File: src/include/uepa_pkg.sv
// package: endpoint A register map, field layout, carriers and states
package uepa_pkg;

   // register byte addresses on the APB
   localparam logic [31:0] UEPA_ADDR_IRQ_ENABLE = 32'hFFF06050;
   localparam logic [31:0] UEPA_ADDR_IRQ_CLEAR = 32'hFFF06054;
   localparam logic [31:0] UEPA_ADDR_IRQ_STATUS = 32'hFFF06058;
   localparam logic [31:0] UEPA_ADDR_DMA_ADDRESS = 32'hFFF0605C;
   localparam logic [31:0] UEPA_ADDR_DMA_LENGTH = 32'hFFF06060;

   // interrupt field positions, shared by enable, clear and status
   localparam int UEPA_BIT_STALL = 0;
   localparam int UEPA_BIT_TOKEN = 1;
   localparam int UEPA_BIT_ALT_SETTING = 2;
   localparam int UEPA_BIT_DMA_DONE = 3;
   localparam int UEPA_BIT_BUS_ERROR = 4;
   localparam int UEPA_BIT_CLEAR_FEATURE = 5;
   localparam int UEPA_IRQ_W = 6;

   // field widths
   localparam int UEPA_DATA_W = 32;
   localparam int UEPA_LEN_W = 20;
   localparam int UEPA_STRB_W = 4;

   // reset values
   localparam logic [UEPA_IRQ_W-1:0] UEPA_RST_IRQ_ENABLE = 6'h00;
   localparam logic [UEPA_IRQ_W-1:0] UEPA_RST_IRQ_STATUS = 6'h00;
   localparam logic [31:0] UEPA_RST_DMA_ADDRESS = 32'h00000000;
   localparam logic [UEPA_LEN_W-1:0] UEPA_RST_DMA_LENGTH = 20'h00000;
   localparam logic [31:0] UEPA_READ_ZERO = 32'h00000000;

   // one pulse per interrupt source, packed msb first as bits 5..0
   typedef struct packed {
      logic clear_feature;
      logic bus_error;
      logic dma_done;
      logic alt_setting;
      logic token;
      logic stall;
   } uepa_evt_s;

   // transfer setup handed to the dma mover
   typedef struct packed {
      logic [31:0] address;
      logic [UEPA_LEN_W-1:0] length;
   } uepa_dma_cfg_s;

   // apb slave phase
   typedef enum logic [1:0] {
      UEPA_ST_IDLE = 2'b01,
      UEPA_ST_RESP = 2'b10
   } uepa_apb_state_e;

endpackage

File: src/core/uepa_regs.sv
// endpoint A interrupt and dma setup registers behind an apb slave
//
// Local design decision: the APB interface to the registers.
`timescale 1ns/100ps
`default_nettype none
module uepa_regs (
   input wire logic pclk,
   input wire logic presetn,
   input wire logic psel,
   input wire logic penable,
   input wire logic pwrite,
   input wire logic [31:0] paddr,
   input wire logic [31:0] pwdata,
   input wire logic [uepa_pkg::UEPA_STRB_W-1:0] pstrb,
   output logic [31:0] prdata,
   output logic pready,
   output logic pslverr,
   input wire uepa_pkg::uepa_evt_s evt,
   output uepa_pkg::uepa_dma_cfg_s dma_cfg,
   output logic irq
);
   import uepa_pkg::*;

   // register state
   logic [UEPA_IRQ_W-1:0] irq_enable;
   logic [UEPA_IRQ_W-1:0] irq_status;
   logic [31:0] dma_address;
   logic [UEPA_LEN_W-1:0] dma_length;

   // handshake strobes from the slave
   logic setup_stb;
   logic access_stb;

   // address decode
   logic hit_enable;
   logic hit_clear;
   logic hit_status;
   logic hit_address;
   logic hit_length;
   logic hit_any;

   assign hit_enable = (paddr == UEPA_ADDR_IRQ_ENABLE);
   assign hit_clear = (paddr == UEPA_ADDR_IRQ_CLEAR);
   assign hit_status = (paddr == UEPA_ADDR_IRQ_STATUS);
   assign hit_address = (paddr == UEPA_ADDR_DMA_ADDRESS);
   assign hit_length = (paddr == UEPA_ADDR_DMA_LENGTH);
   assign hit_any = hit_enable | hit_clear | hit_status | hit_address
      | hit_length;

   // a write takes effect only at the completing access edge
   logic wr_stb;
   logic wr_enable;
   logic wr_clear;
   logic wr_address;
   logic wr_length;

   assign wr_stb = access_stb & pwrite;
   assign wr_enable = wr_stb & hit_enable;
   assign wr_clear = wr_stb & hit_clear;
   assign wr_address = wr_stb & hit_address;
   assign wr_length = wr_stb & hit_length;

   // byte-lane merge of write data with current contents
   logic [31:0] lane_mask;
   genvar b;
   generate
      for (b = 0; b < UEPA_STRB_W; b = b + 1) begin : g_lane
         assign lane_mask[8*b +: 8] = {8{pstrb[b]}};
      end
   endgenerate

   logic [31:0] enable_word;
   logic [31:0] length_word;
   logic [31:0] next_enable_word;
   logic [31:0] next_address;
   logic [31:0] next_length_word;

   assign enable_word = {{(32-UEPA_IRQ_W){1'b0}}, irq_enable};
   assign length_word = {12'h000, dma_length};
   assign next_enable_word = (pwdata & lane_mask) | (enable_word & ~lane_mask);
   assign next_address = (pwdata & lane_mask) | (dma_address & ~lane_mask);
   assign next_length_word = (pwdata & lane_mask) | (length_word & ~lane_mask);

   // clear pulses: ones written to the clear register, low lane only
   logic [UEPA_IRQ_W-1:0] clr_evt;
   assign clr_evt = wr_clear & pstrb[0] ? pwdata[UEPA_IRQ_W-1:0]
      : UEPA_RST_IRQ_STATUS;

   // event pulses laid out at their status positions
   logic [UEPA_IRQ_W-1:0] set_evt;
   assign set_evt[UEPA_BIT_CLEAR_FEATURE] = evt.clear_feature;
   assign set_evt[UEPA_BIT_BUS_ERROR] = evt.bus_error;
   assign set_evt[UEPA_BIT_DMA_DONE] = evt.dma_done;
   assign set_evt[UEPA_BIT_ALT_SETTING] = evt.alt_setting;
   assign set_evt[UEPA_BIT_TOKEN] = evt.token;
   assign set_evt[UEPA_BIT_STALL] = evt.stall;

   // read mux; clear register and unmapped space read zero
   logic [31:0] rd_word;
   assign rd_word = hit_enable ? enable_word
      : hit_status ? {{(32-UEPA_IRQ_W){1'b0}}, irq_status}
      : hit_address ? dma_address
      : hit_length ? length_word
      : UEPA_READ_ZERO;

   // apb handshake
   uepa_apb_slave u_apb (
      .pclk(pclk),
      .presetn(presetn),
      .psel(psel),
      .penable(penable),
      .pready(pready),
      .setup_stb(setup_stb),
      .access_stb(access_stb)
   );

   // sticky flags and interrupt request
   uepa_irq_bank u_irq (
      .pclk(pclk),
      .presetn(presetn),
      .set_evt(set_evt),
      .clr_evt(clr_evt),
      .enable(irq_enable),
      .flag(irq_status),
      .irq(irq)
   );

   // enable register, reset to zero
   always_ff @(posedge pclk or negedge presetn) begin
      if (!presetn) begin
         irq_enable <= UEPA_RST_IRQ_ENABLE;
      end else if (wr_enable) begin
         irq_enable <= next_enable_word[UEPA_IRQ_W-1:0];
      end
   end

   // dma address register
   always_ff @(posedge pclk or negedge presetn) begin
      if (!presetn) begin
         dma_address <= UEPA_RST_DMA_ADDRESS;
      end else if (wr_address) begin
         dma_address <= next_address;
      end
   end

   // dma length register, reserved bits dropped
   always_ff @(posedge pclk or negedge presetn) begin
      if (!presetn) begin
         dma_length <= UEPA_RST_DMA_LENGTH;
      end else if (wr_length) begin
         dma_length <= next_length_word[UEPA_LEN_W-1:0];
      end
   end

   // dma setup copy toward the mover, updated after the write
   always_ff @(posedge pclk or negedge presetn) begin
      if (!presetn) begin
         dma_cfg <= '{address: UEPA_RST_DMA_ADDRESS,
            length: UEPA_RST_DMA_LENGTH};
      end else begin
         dma_cfg <= '{address: dma_address, length: dma_length};
      end
   end

   // read data and error captured in the setup cycle
   always_ff @(posedge pclk or negedge presetn) begin
      if (!presetn) begin
         prdata <= UEPA_READ_ZERO;
         pslverr <= 1'b0;
      end else if (setup_stb) begin
         prdata <= pwrite ? UEPA_READ_ZERO : rd_word;
         pslverr <= ~hit_any;
      end else if (access_stb) begin
         prdata <= UEPA_READ_ZERO;
         pslverr <= 1'b0;
      end
   end
endmodule
`default_nettype wire

File: src/core/uepa_apb_slave.sv
// apb slave handshake: one wait-free access, pready from a flop
`timescale 1ns/100ps
`default_nettype none
module uepa_apb_slave (
   input wire logic pclk,
   input wire logic presetn,
   input wire logic psel,
   input wire logic penable,
   output logic pready,
   output logic setup_stb,
   output logic access_stb
);
   import uepa_pkg::*;

   uepa_apb_state_e state;
   uepa_apb_state_e next_state;

   // setup cycle seen while idle; access completes when pready is high
   assign setup_stb = psel & ~penable & (state == UEPA_ST_IDLE);
   assign access_stb = psel & penable & pready;

   // next phase
   always_comb begin
      case (state)
         UEPA_ST_IDLE: next_state = setup_stb ? UEPA_ST_RESP : UEPA_ST_IDLE;
         UEPA_ST_RESP: next_state = UEPA_ST_IDLE;
         default: next_state = UEPA_ST_IDLE;
      endcase
   end

   // state and ready flops
   always_ff @(posedge pclk or negedge presetn) begin
      if (!presetn) begin
         state <= UEPA_ST_IDLE;
         pready <= 1'b0;
      end else begin
         state <= next_state;
         pready <= (next_state == UEPA_ST_RESP);
      end
   end
endmodule
`default_nettype wire

File: src/core/uepa_irq_bank.sv
// sticky interrupt flags with write-one-to-clear and masked request
`timescale 1ns/100ps
`default_nettype none
module uepa_irq_bank (
   input wire logic pclk,
   input wire logic presetn,
   input wire logic [uepa_pkg::UEPA_IRQ_W-1:0] set_evt,
   input wire logic [uepa_pkg::UEPA_IRQ_W-1:0] clr_evt,
   input wire logic [uepa_pkg::UEPA_IRQ_W-1:0] enable,
   output logic [uepa_pkg::UEPA_IRQ_W-1:0] flag,
   output logic irq
);
   import uepa_pkg::*;

   logic [UEPA_IRQ_W-1:0] next_flag;

   // per source: a set in the clear cycle wins
   genvar i;
   generate
      for (i = 0; i < UEPA_IRQ_W; i = i + 1) begin : g_flag
         assign next_flag[i] = set_evt[i] | (flag[i] & ~clr_evt[i]);
      end
   endgenerate

   // flags and request, both registered
   always_ff @(posedge pclk or negedge presetn) begin
      if (!presetn) begin
         flag <= UEPA_RST_IRQ_STATUS;
         irq <= 1'b0;
      end else begin
         flag <= next_flag;
         irq <= |(next_flag & enable);
      end
   end
endmodule
`default_nettype wire

File: config.mk
export PLATFORM = sky130hd
export DESIGN_NAME = uepa_regs
export DESIGN_NICKNAME = d
export VERILOG_FILES = /design/src/include/uepa_pkg.sv /design/src/core/uepa_regs.sv /design/src/core/uepa_apb_slave.sv /design/src/core/uepa_irq_bank.sv
export SDC_FILE = /design/constraint.sdc
export NUM_CORES = 1
export LEC_CHECK = 0
export BUFFER_PORTS_ARGS = -buffer_cell sky130_fd_sc_hd__buf_2
export CAP_MARGIN = 20
export CORE_MARGIN = 8
export CORE_UTILIZATION = 45
export CTS_CLUSTER_SIZE = 28
export DETAILED_ROUTE_END_ITERATION = 10
export PLACE_DENSITY = 0.77
export SYNTH_ARGS = -nofsm -noshare
export SYNTH_HDL_FRONTEND = slang
export SYNTH_SLANG_ARGS = --single-unit
File: constraint.sdc
create_clock -name pclk -period 4.3 [get_ports pclk]
set_clock_uncertainty 0.1 [all_clocks]
set_input_delay 0.215 -clock pclk [delete_from_list [all_inputs] [get_ports pclk]]
set_output_delay 0.215 -clock pclk [all_outputs]
set_load 0.05 [all_outputs]
After elaboration in Yosys (flattened, before gate mapping)
Index checks and enable logic that the tools add are counted.

Flip-flop bits (word level): 153. Logic and storage cells: 75.

Eq/ne operators: 7. Muxes and demuxes: 12. Bitwise logic cells: 43. Reduce and logical (&&, ||, !) cells: 2.

Operators by type and width (number): $mux 32 (6); $eq 32x32->1 const B (5); $and 32x32->32 (2); $not 32->32 (1); $or 32x32->32 (1); $and 20x20->20 (1); $mux 20 (1); $or 20x20->20 (1); $and 1x1->1 (16); $and 6x6->6 (2); $or 1x1->1 (10); $not 1->1 (8); $mux 6 (1); $or 6x6->6 (1); $reduce_or 6->1 (1); $mux 2 (2); $eq 2x1->1 const B (1); $eq 2x2->1 const B (1); $mux 1 (2); $reduce_bool 2->1 (1).

Longest topological paths before layout
Gate-level depths: netlist of run 1.

Depth in word-level cells: 11. Mapped depth: 9. Mapped depth without buffers: 7.

Modules after synthesis
A second synthesis of run 1 with hierarchy kept.

Cells, all modules: 402. Area, all modules: 5662.9 µm².

By module, submodules not included: uepa_regs (instances 1, cells each 374, area an instance 5310.1 µm², sequential area each 3578.4 µm²); uepa_irq_bank (instances 1, cells each 23, area an instance 270.3 µm², sequential area each 175.2 µm²); uepa_apb_slave (instances 1, cells each 5, area an instance 82.6 µm², sequential area each 51.3 µm²).

Worst setup path after synthesis of run 1
Ideal clock, no wire load.

Path type: reg-to-reg. Start: register u_apb.pready. End: register with a tool-made name. Library setup time: 127 ps. Data arrival time: 1981 ps. Data required time: 4073 ps. Setup slack: 2092 ps. Stages on the path, launching flop included: 7. Path buffers: 1. Cell sequence: dfrtp_1 and2_1 and3_1 buf_2 nand3_1 nor4_4 mux2_1.

RTL lines: start, declared (line uepa_apb_slave.sv:9) `output logic pready,`; start signal, assigned (line uepa_apb_slave.sv:38) `pready <= (next_state == UEPA_ST_RESP);`.

Final worst setup path of run 1
Start: input port psel. End: register u_irq.flag[0] in the netlist's numbering.

Cells in the longest elaborated chain, start to end: 9.

RTL lines: start, declared (line uepa_regs.sv:9) `input wire logic psel,`; $and 1x1->1 (2 in a row) (line uepa_apb_slave.sv:20) `assign access_stb = psel & penable & pready;`; $and 1x1->1 (line uepa_regs.sv:57) `assign wr_stb = access_stb & pwrite;`; $and 1x1->1 (line uepa_regs.sv:59) `assign wr_clear = wr_stb & hit_clear;`; $and 1x1->1 (line uepa_regs.sv:86) `assign clr_evt = wr_clear & pstrb[0] ? pwdata[UEPA_IRQ_W-1:0]`; $mux 6 (line uepa_regs.sv:86); $not 1->1 (line uepa_irq_bank.sv:21) `assign next_flag[i] = set_evt[i] | (flag[i] & ~clr_evt[i]);`; $and 1x1->1 (line uepa_irq_bank.sv:21); $or 1x1->1 (line uepa_irq_bank.sv:21); via u_irq.next_flag[0] (line uepa_irq_bank.sv:15) `logic [UEPA_IRQ_W-1:0] next_flag;`; end signal, assigned (line uepa_irq_bank.sv:31) `flag <= next_flag;`; end, declared (line uepa_irq_bank.sv:10) `output logic [uepa_pkg::UEPA_IRQ_W-1:0] flag,`.

The timed path passes the listed nets, and every way through them passes these cells. A chain may end at the register's enable or synchronous reset.

==> flow_summary.ini, run 1 <==
[sta]
setup-violations-final = 0
rsz0062_at_grt = no
slew_viol_final = 0
fmax_mhz = 394
setup-tns-final_ns = 0
hold_viol_final = 0
final.min_clock_period_ns = 2.54
whs_ns = 0.0234
setup_ws_ns = 1.76
finalCritPeriodShare = 0.590
worst_pin_slew_ns = 0.713
slew_headroom = 0.525

[die]
core_area_um2 = 12700
fp.dieW_um = 130
die_height_um = 130
dieArea_um2 = 16900
ios = 166
rows = 41
initial_core_util = 0.462

[synth]
ys_async_sr_fraction = 1.00
synth_ff_type = dfrtp_1
synth-edff-count = 0
ys_seq_area_frac = 0.650
synth.most_common_cell = dfrtp_1
syn-num-nets = 471
synth_top_cell_by_area = dfrtp_1
netlist_instances = 392
syn-mean-instance-area_um2 = 14.9
synthTopCellsByCount = dfrtp_1, mux2_2, mux2_4
ys_top_cells_by_area = dfrtp_1, mux2_4, mux2_2
post-synth-top-area-fraction = 0.645
ys_ff_latch = 152
synth_area_um2 = 5860
yosys.cell_types.count = 46
yosys_warnings = 0

[global_routing]
grt_max_degree = 81
antenna_found_initial = 1
grt_use_total = 0.189
grt_pass1_wl_um = 24300
overflow = 0
grt_pass1_vias = 4640

[pwr]
power_density_nw_per_um2 = 367
p_leak_nw = 4.19
vdd_ir_drop_max_uv = 197

[placement]
numPortBuffers = 165
place_ws_ns = 1.86
place_congestion = 0.829
hpwl_um = 10600

[clocking]
cts_buffer_depth = 2
clkLatencyLatePin_ns = 0.41
cts_root_buf = clkbuf_16
cts_sinks = 152
clk_pin_slew_ns = 0.06
cts_buffers = 17
tritoncts = done
cts_max_level = 4

[critical_path]
reg2reg_from = u_apb.pready$_DFF_PN0_
arrival_ns = 2.73
cp-start-kind = input pin
r2r_cells = 6
reg2reg_to = u_irq.flag[0]$_DFF_PN0_
crit_path_end_kind = register
critPathRequiredTime_ns = 4.50
path_class = in -> reg
crit_fanout = 5
r2r_setup_slack_ns = 1.83

[route]
drtIter0Drc = 243
drc = 0
wire_per_inst_um = 19.0
dr.pass1.iters = 4
ant_nets = 0
vias = 4168
routed_wirelength_um = 15100
vias_per_cell = 5.27

[outcome]
outcome = finished clean

[cells_and_area]
drive_gt1_frac = 0.430
antenna_cells = 0
fin_nets = 687
area_growth_pct = 33.2

[min_path]
hold_path.class = in -> reg
whs_path_depth = 2
hold_start = pwdata[1]

[run]
drv_cap = 0
==> timing repair <==
action                                 in CTS  in global routing
resized for setup                           0                  0
setup endpoints to repair                   0                  0
buffers inserted                            0                  0
hold buffers                               42                  0
endpoints found under the hold margin     139                  0
==> logic make-up after synthesis <==
logic type	count (synthesis)	synth area share
AOI/OAI and AO/OA	57	0.0786
buffers and inverters	18	0.0164
DFF	152	0.650
muxes	59	0.129
and+or+nand+nor	106	0.127
==> worst max path at each step <==
stage	slack, ns	endpoint	cells after the start	startpoint
global placement	1.59	prdata[18]$_DFFE_PN0P_	6	paddr[8]
detailed placement	1.86	prdata[10]$_DFFE_PN0P_	7	paddr[18]
CTS	1.83	u_irq.flag[0]$_DFF_PN0_	8	psel
finish	1.76	u_irq.flag[0]$_DFF_PN0_	8	psel
global route	1.73	u_irq.flag[0]$_DFF_PN0_	8	psel
floorplan	2.09	register	6	u_apb.pready$_DFF_PN0_
==> worst max-delay path, cell delays in order <==
cell           delay (ns)
dlygate4sd3_1        0.53
buf_2                0.15
nand4_1              0.25
nor3_2               0.41
and4_1               0.36
nand2_1              0.08
a21o_1               0.18
dlygate4sd3_1        0.56
==> through the flow <==
step / area (µm²) / util / instances / total power, mW
final: 7800 / 0.616 / 791 / 2.87
after detailed placement: 6880 / 0.543 / 719 / 1.59
after global placement: 6850 / 0.541 / 718 / 1.58
after global routing: 7800 / 0.616 / 791 / 2.96
after CTS: 7800 / 0.616 / 791 / 2.90
after floorplan: 5860 / - / 392 / 1.50
==> cells in the final DEF (no fill, tap or decap), drive strengths merged, types with 6 or more instances in the layout <==
| cell type | count |
|---|---|
| a22o | 13 |
| and2 | 15 |
| dlygate4sd3 | 42 |
| clkbuf | 21 |
| dfrtp | 151 |
| nor2 | 16 |
| nand4 | 15 |
| mux2 | 58 |
| nand2 | 18 |
| a221o | 14 |
| buf | 169 |
| clkinv | 8 |
| nor3b | 6 |
==> power by group <==
group / total [mW] / internal (mW) / switching, mW
logic: 0.149 / 0.0637 / 0.0858
registers: 1.44 / 1.43 / 0.00290
clock network: 1.28 / 0.740 / 0.540
==> final cells by class <==
class,instances,area [µm²]
sequential,152,3800
fill,993,4870
timing repair buffer,211,1300
clock buffer,21,450
inverter,4,15.0
tap,172,215
clock inverter,9,55.1
multi-input combinational,222,1960
==> per-layer routing <==
| layer | track usage | part of all wire | up-vias |
|---|---|---|---|
| li1 | - | - | 1873 |
| met1 | 0.218 | 0.40 | 2115 |
| met2 | 0.316 | 0.50 | 158 |
| met3 | 0.0694 | 0.083 | 20 |
| met4 | 0.0676 | 0.014 | 2 |
| met5 | 0 | 0.00073 | - |
(Power assumes the default switching activity.)
==> inputs of run 2 (changes only) <==
clock period = 2.5 ns   (was 4.3 ns; I/O delays follow)
==> run 2 against run 1 <==
Cell count grew 1.5%. Wire length shrank 0.85%. Core utilization grew 2.0 points. Sequential power grew 72%. Die area is the same. Power grew 94%. Register-to-register slack lost 1.6 ns. Global-route usage shrank 0.20 points. Worst setup slack lost 1.5 ns. Clock power grew 120%. Highest routed layer is now met4.
==> flow_summary.ini, run 2 (same netlist as run 1, synthesis figures left out) <==
[clocking]
clk_pin_slew_ns = 0.06
cts_sinks = 152
cts_max_level = 4
tritoncts = done
cts_root_buf = clkbuf_16
cts_buffers = 17
cts_buffer_depth = 2
clkLatencyLatePin_ns = 0.40

[sta]
finalCritPeriodShare = 0.914
fmax_mhz = 437
rsz0062_at_grt = no
worst_pin_slew_ns = 0.714
setup-violations-final = 0
final.min_clock_period_ns = 2.29
setup-tns-final_ns = 0
setup_ws_ns = 0.214
slew_viol_final = 0
slew_headroom = 0.524
hold_viol_final = 0
whs_ns = 0.0757

[critical_path]
crit_path_end_kind = register
crit_fanout = 5
arrival_ns = 2.47
cp-start-kind = register
path_class = reg -> reg
critPathRequiredTime_ns = 2.69

[pwr]
power_density_nw_per_um2 = 689
vdd_ir_drop_max_uv = 343
p_leak_nw = 4.32

[die]
die_height_um = 130
ios = 166
rows = 41
dieArea_um2 = 16900
fp.dieW_um = 130
core_area_um2 = 12700
initial_core_util = 0.462

[placement]
place_congestion = 0.860
place_ws_ns = 0.355
placed_area_um2 = 6930
numPortBuffers = 165
hpwl_um = 10800
place_inst = 725

[outcome]
outcome = finished clean

[cells_and_area]
final_cells = 803
register_area_um2 = 3800
area_growth_pct = 37.5
final_common_cell = buf_2
fill_cells = 946
drive_gt1_frac = 0.437
fin_nets = 698
finalInstanceArea_um2 = 8060
final_cell_mix = buf_2, dfrtp_1, dlygate4sd3_1
multi_input_comb_area_um2 = 1970
antenna_cells = 0

[route]
vias_per_cell = 5.18
routed_wirelength_um = 14900
wire_per_inst_um = 18.6
vias = 4162
drc = 0
drtIter0Drc = 283
dr.pass1.iters = 4
ant_nets = 0

[min_path]
hold_path.class = in -> async

[global_routing]
grt_pass1_wl_um = 24200
antenna_found_initial = 0
overflow = 0
grt_max_degree = 82
grt_pass1_vias = 4656
grt_use_total = 0.186

[run]
drv_cap = 0
==> run 2: changes by cell type in the layout (fill, tap and decap cells not counted), sizes merged <==
cell / delta
buf: +8
bufinv: +6
clkinv: -4
dlygate4sd3: +3
clkbuf: -2
inv: +1
==> run 2: worst max-delay path, stage by stage (launching register included) <==
cell and delay, ns:
dfrtp_1 0.41, nand4_1 0.22, nor3_4 0.30, and4_1 0.33, nand2_1 0.08, a21o_1 0.17
dlygate4sd3_1 0.55
==> run 2: timing repair <==
action,4_1_cts,5_1_grt
setup buffers,0,2
hold buffers,45,0
gates resized for setup,0,1
hold endpoints to repair,218,0
setup endpoints to repair,0,4
==> run 2: per-stage QoR <==
stage | power [mW] | utilization
6_report | 5.55 | 0.636
5_1_grt | 5.73 | 0.636
3_5_place_dp | 2.73 | 0.547
3_3_place_gp | 2.73 | 0.547
4_1_cts | 5.61 | 0.634
2_1_floorplan | 2.57 | -
==> run 2: area by class of cell <==
type                            count  area share
Clock buffer                       19      0.0537
Clock inverter                     12      0.0278
Inverter                            4     0.00186
Multi-Input combinational cell    222       0.244
Sequential cell                   152       0.472
Tap cell                          172      0.0267
Timing Repair Buffer              222       0.174
==> run 2: layer usage <==
metal | GRT usage | up-vias | wire length, µm
met5 | 0 | - | 0
li1 | - | 1890 | -
met1 | 0.236 | 2098 | 6390
met3 | 0.0559 | 14 | 1080
met2 | 0.305 | 160 | 7300
met4 | 0.0505 | 0 | 158
==> run 2: final timing paths <==
kind,slack [ns],start,to,cells after the start
worst max-delay path,0.21,u_apb.pready$_DFF_PN0_,u_irq.flag[1]$_DFF_PN0_,6
worst min-delay path,0.08,presetn,asynchronous set/reset pin,2
worst max register to register,0.21,u_apb.pready$_DFF_PN0_,u_irq.flag[1]$_DFF_PN0_,6
worst min register to register,0.30,register,dma_cfg[21]$_DFF_PN0_,0
max in group asynchronous,1.42,presetn,prdata[13]$_DFFE_PN0P_,3
min in group pclk,0.10,pstrb[2],register,3
==> run 2: power by group <==
part           total, mW  internal (mW)  switching, mW
combinational      0.267          0.115          0.152
sequential          2.47           2.47        0.00471
clock               2.81           1.87          0.943
==> inputs of run 3 (changes only) <==
CAP_MARGIN = default   (was 20)
clock period = 2.7 ns   (was 2.5 ns; I/O delays follow)
==> run 3 against run 2 <==
Final area is 0.85% lower. Sequential share of layout area grew 0.41 points. Register-to-register slack gained 0.05 ns. Wire length rose by 3.1%. Die area unchanged. Worst setup slack improved by 0.046 ns. Non-clock buffer count shrank 3. Combinational power decreased by 7.5%. Critical path type is now in -> reg. Largest cell class unchanged. Largest power group unchanged.
==> flow_summary.ini, run 3 (same netlist as run 1, synthesis figures left out) <==
[outcome]
outcome = finished clean

[placement]
numPortBuffers = 165
hpwl_um = 10900
place_inst = 723
place_ws_ns = 0.454
place_congestion = 0.857

[cells_and_area]
final_common_cell = buf_2
final_cell_mix = buf_2, dfrtp_1, dlygate4sd3_1
final_cells = 799
final_util = 0.630
drive_gt1_frac = 0.435
fin_nets = 695
area_growth_pct = 36.4

[critical_path]
path_common_cell = dlygate4sd3_1
cp_slowest_cell = dlygate4sd3_1
arrival_ns = 2.64
critPathRequiredTime_ns = 2.90
worstPathCellList = dlygate4sd3_1, buf_2, nand4_1, nor3_2, and4_1, nand2_1, a21o_1, dlygate4sd3_1
path_class = in -> reg
worstPathBufferInverterCount = 3
crit_path_end_kind = register
slowest_delay_ns = 0.55
crit_fanout = 5
path_delay_family = buffers and inverters
cp-start-kind = input pin

[sta]
fmax_mhz = 410
setup-violations-final = 0
whs_ns = 0.102
rsz0062_at_grt = no
worst_pin_slew_ns = 0.794
finalCritPeriodShare = 0.904
final.min_clock_period_ns = 2.44
hold_viol_final = 0
setup_ws_ns = 0.259
slew_headroom = 0.470
setup-tns-final_ns = 0
slew_viol_final = 0

[pwr]
p_leak_nw = 4.29
power_density_nw_per_um2 = 629
vdd_ir_drop_max_uv = 375

[die]
fp.dieW_um = 130
initial_core_util = 0.462
core_area_um2 = 12700
dieArea_um2 = 16900
ios = 166
die_height_um = 130
rows = 41

[run]
drv_cap = 0

[clocking]
clkLatencyLatePin_ns = 0.41
cts_root_buf = clkbuf_16
cts_sinks = 152
tritoncts = done
cts_resized = 0
clk_pin_slew_ns = 0.06
cts_buffers = 17
cts_buffer_depth = 2
cts_max_level = 4

[route]
drc = 0
ant_nets = 0
vias_per_cell = 5.28
drtIter0Drc = 281
dr.pass1.iters = 5
routed_wirelength_um = 15400
wire_per_inst_um = 19.3
vias = 4220

[global_routing]
overflow = 0
grt_max_degree = 83
grt_pass1_vias = 4648
grt_use_total = 0.191
grt_pass1_wl_um = 24600
antenna_found_initial = 1

[min_path]
hold_path.class = in -> reg
==> run 3: cell types whose count changed in the layout (fill, tap and decap cells not counted), moves of 2 or more <==
cell / before / now
buf_4: 10 / 7
clkinv_4: 2 / 0
clkbuf_8: 0 / 4
bufinv_16: 6 / 4
clkbuf_1: 2 / 0
==> run 3: routing by layer <==
layer	wire (µm)	vias up	GRT usage
met5	13	-	0
li1	-	1880	-
met3	1210	37	0.0583
met4	385	2	0.0915
met2	7650	176	0.316
met1	6130	2125	0.223
==> run 3: cell type report <==
type,instances,area (µm²)
tap,172,215
clock buffer,21,480
inverter,4,15.0
antenna,1,2.50
timing repair buffer,219,1370
fill,962,4680
multi-input combinational,222,1960
sequential,152,3800
clock inverter,8,144
==> run 3: power breakdown <==
| group | total (mW) | switching (mW) | internal, mW |
|---|---|---|---|
| clock network | 2.48 | 0.857 | 1.63 |
| logic | 0.247 | 0.141 | 0.106 |
| registers | 2.29 | 0.00522 | 2.28 |
==> run 3: tightest hold or removal path, stage by stage <==
cell and delay [ns]:
buf_2 0.11, nand3_4 0.15, mux2_4 0.17
==> run 3: stage by stage <==
stage / power (mW) / area (µm²)
after floorplan: 2.38 / 5860
after global placement: 2.52 / 6900
after detailed placement: 2.53 / 6900
after CTS: 5.06 / 7980
after global routing: 5.17 / 7980
final: 5.02 / 7990
==> run 3: final timing paths <==
| check | from | endpoint | slack, ns | cells after the start |
|---|---|---|---|---|
| worst min-delay path | pstrb[3] | register | 0.10 | 3 |
| worst min register to register | register | dma_cfg[8]$_DFF_PN0_ | 0.30 | 0 |
| max in group asynchronous | presetn | dma_cfg[45]$_DFF_PN0_ | 1.43 | 3 |
| worst max register to register | u_apb.pready$_DFF_PN0_ | u_irq.flag[0]$_DFF_PN0_ | 0.26 | 6 |
| worst max-delay path | penable | u_irq.flag[0]$_DFF_PN0_ | 0.26 | 8 |
| min in group asynchronous | presetn | dma_cfg[20]$_DFF_PN0_ | 0.23 | 2 |
==> run 3: repair_timing <==
| action | 4_1_cts | 5_1_grt |
|---|---|---|
| hold buffers | 46 | 0 |
| buffers inserted | 0 | 0 |
| endpoints found under the hold margin | 147 | 0 |
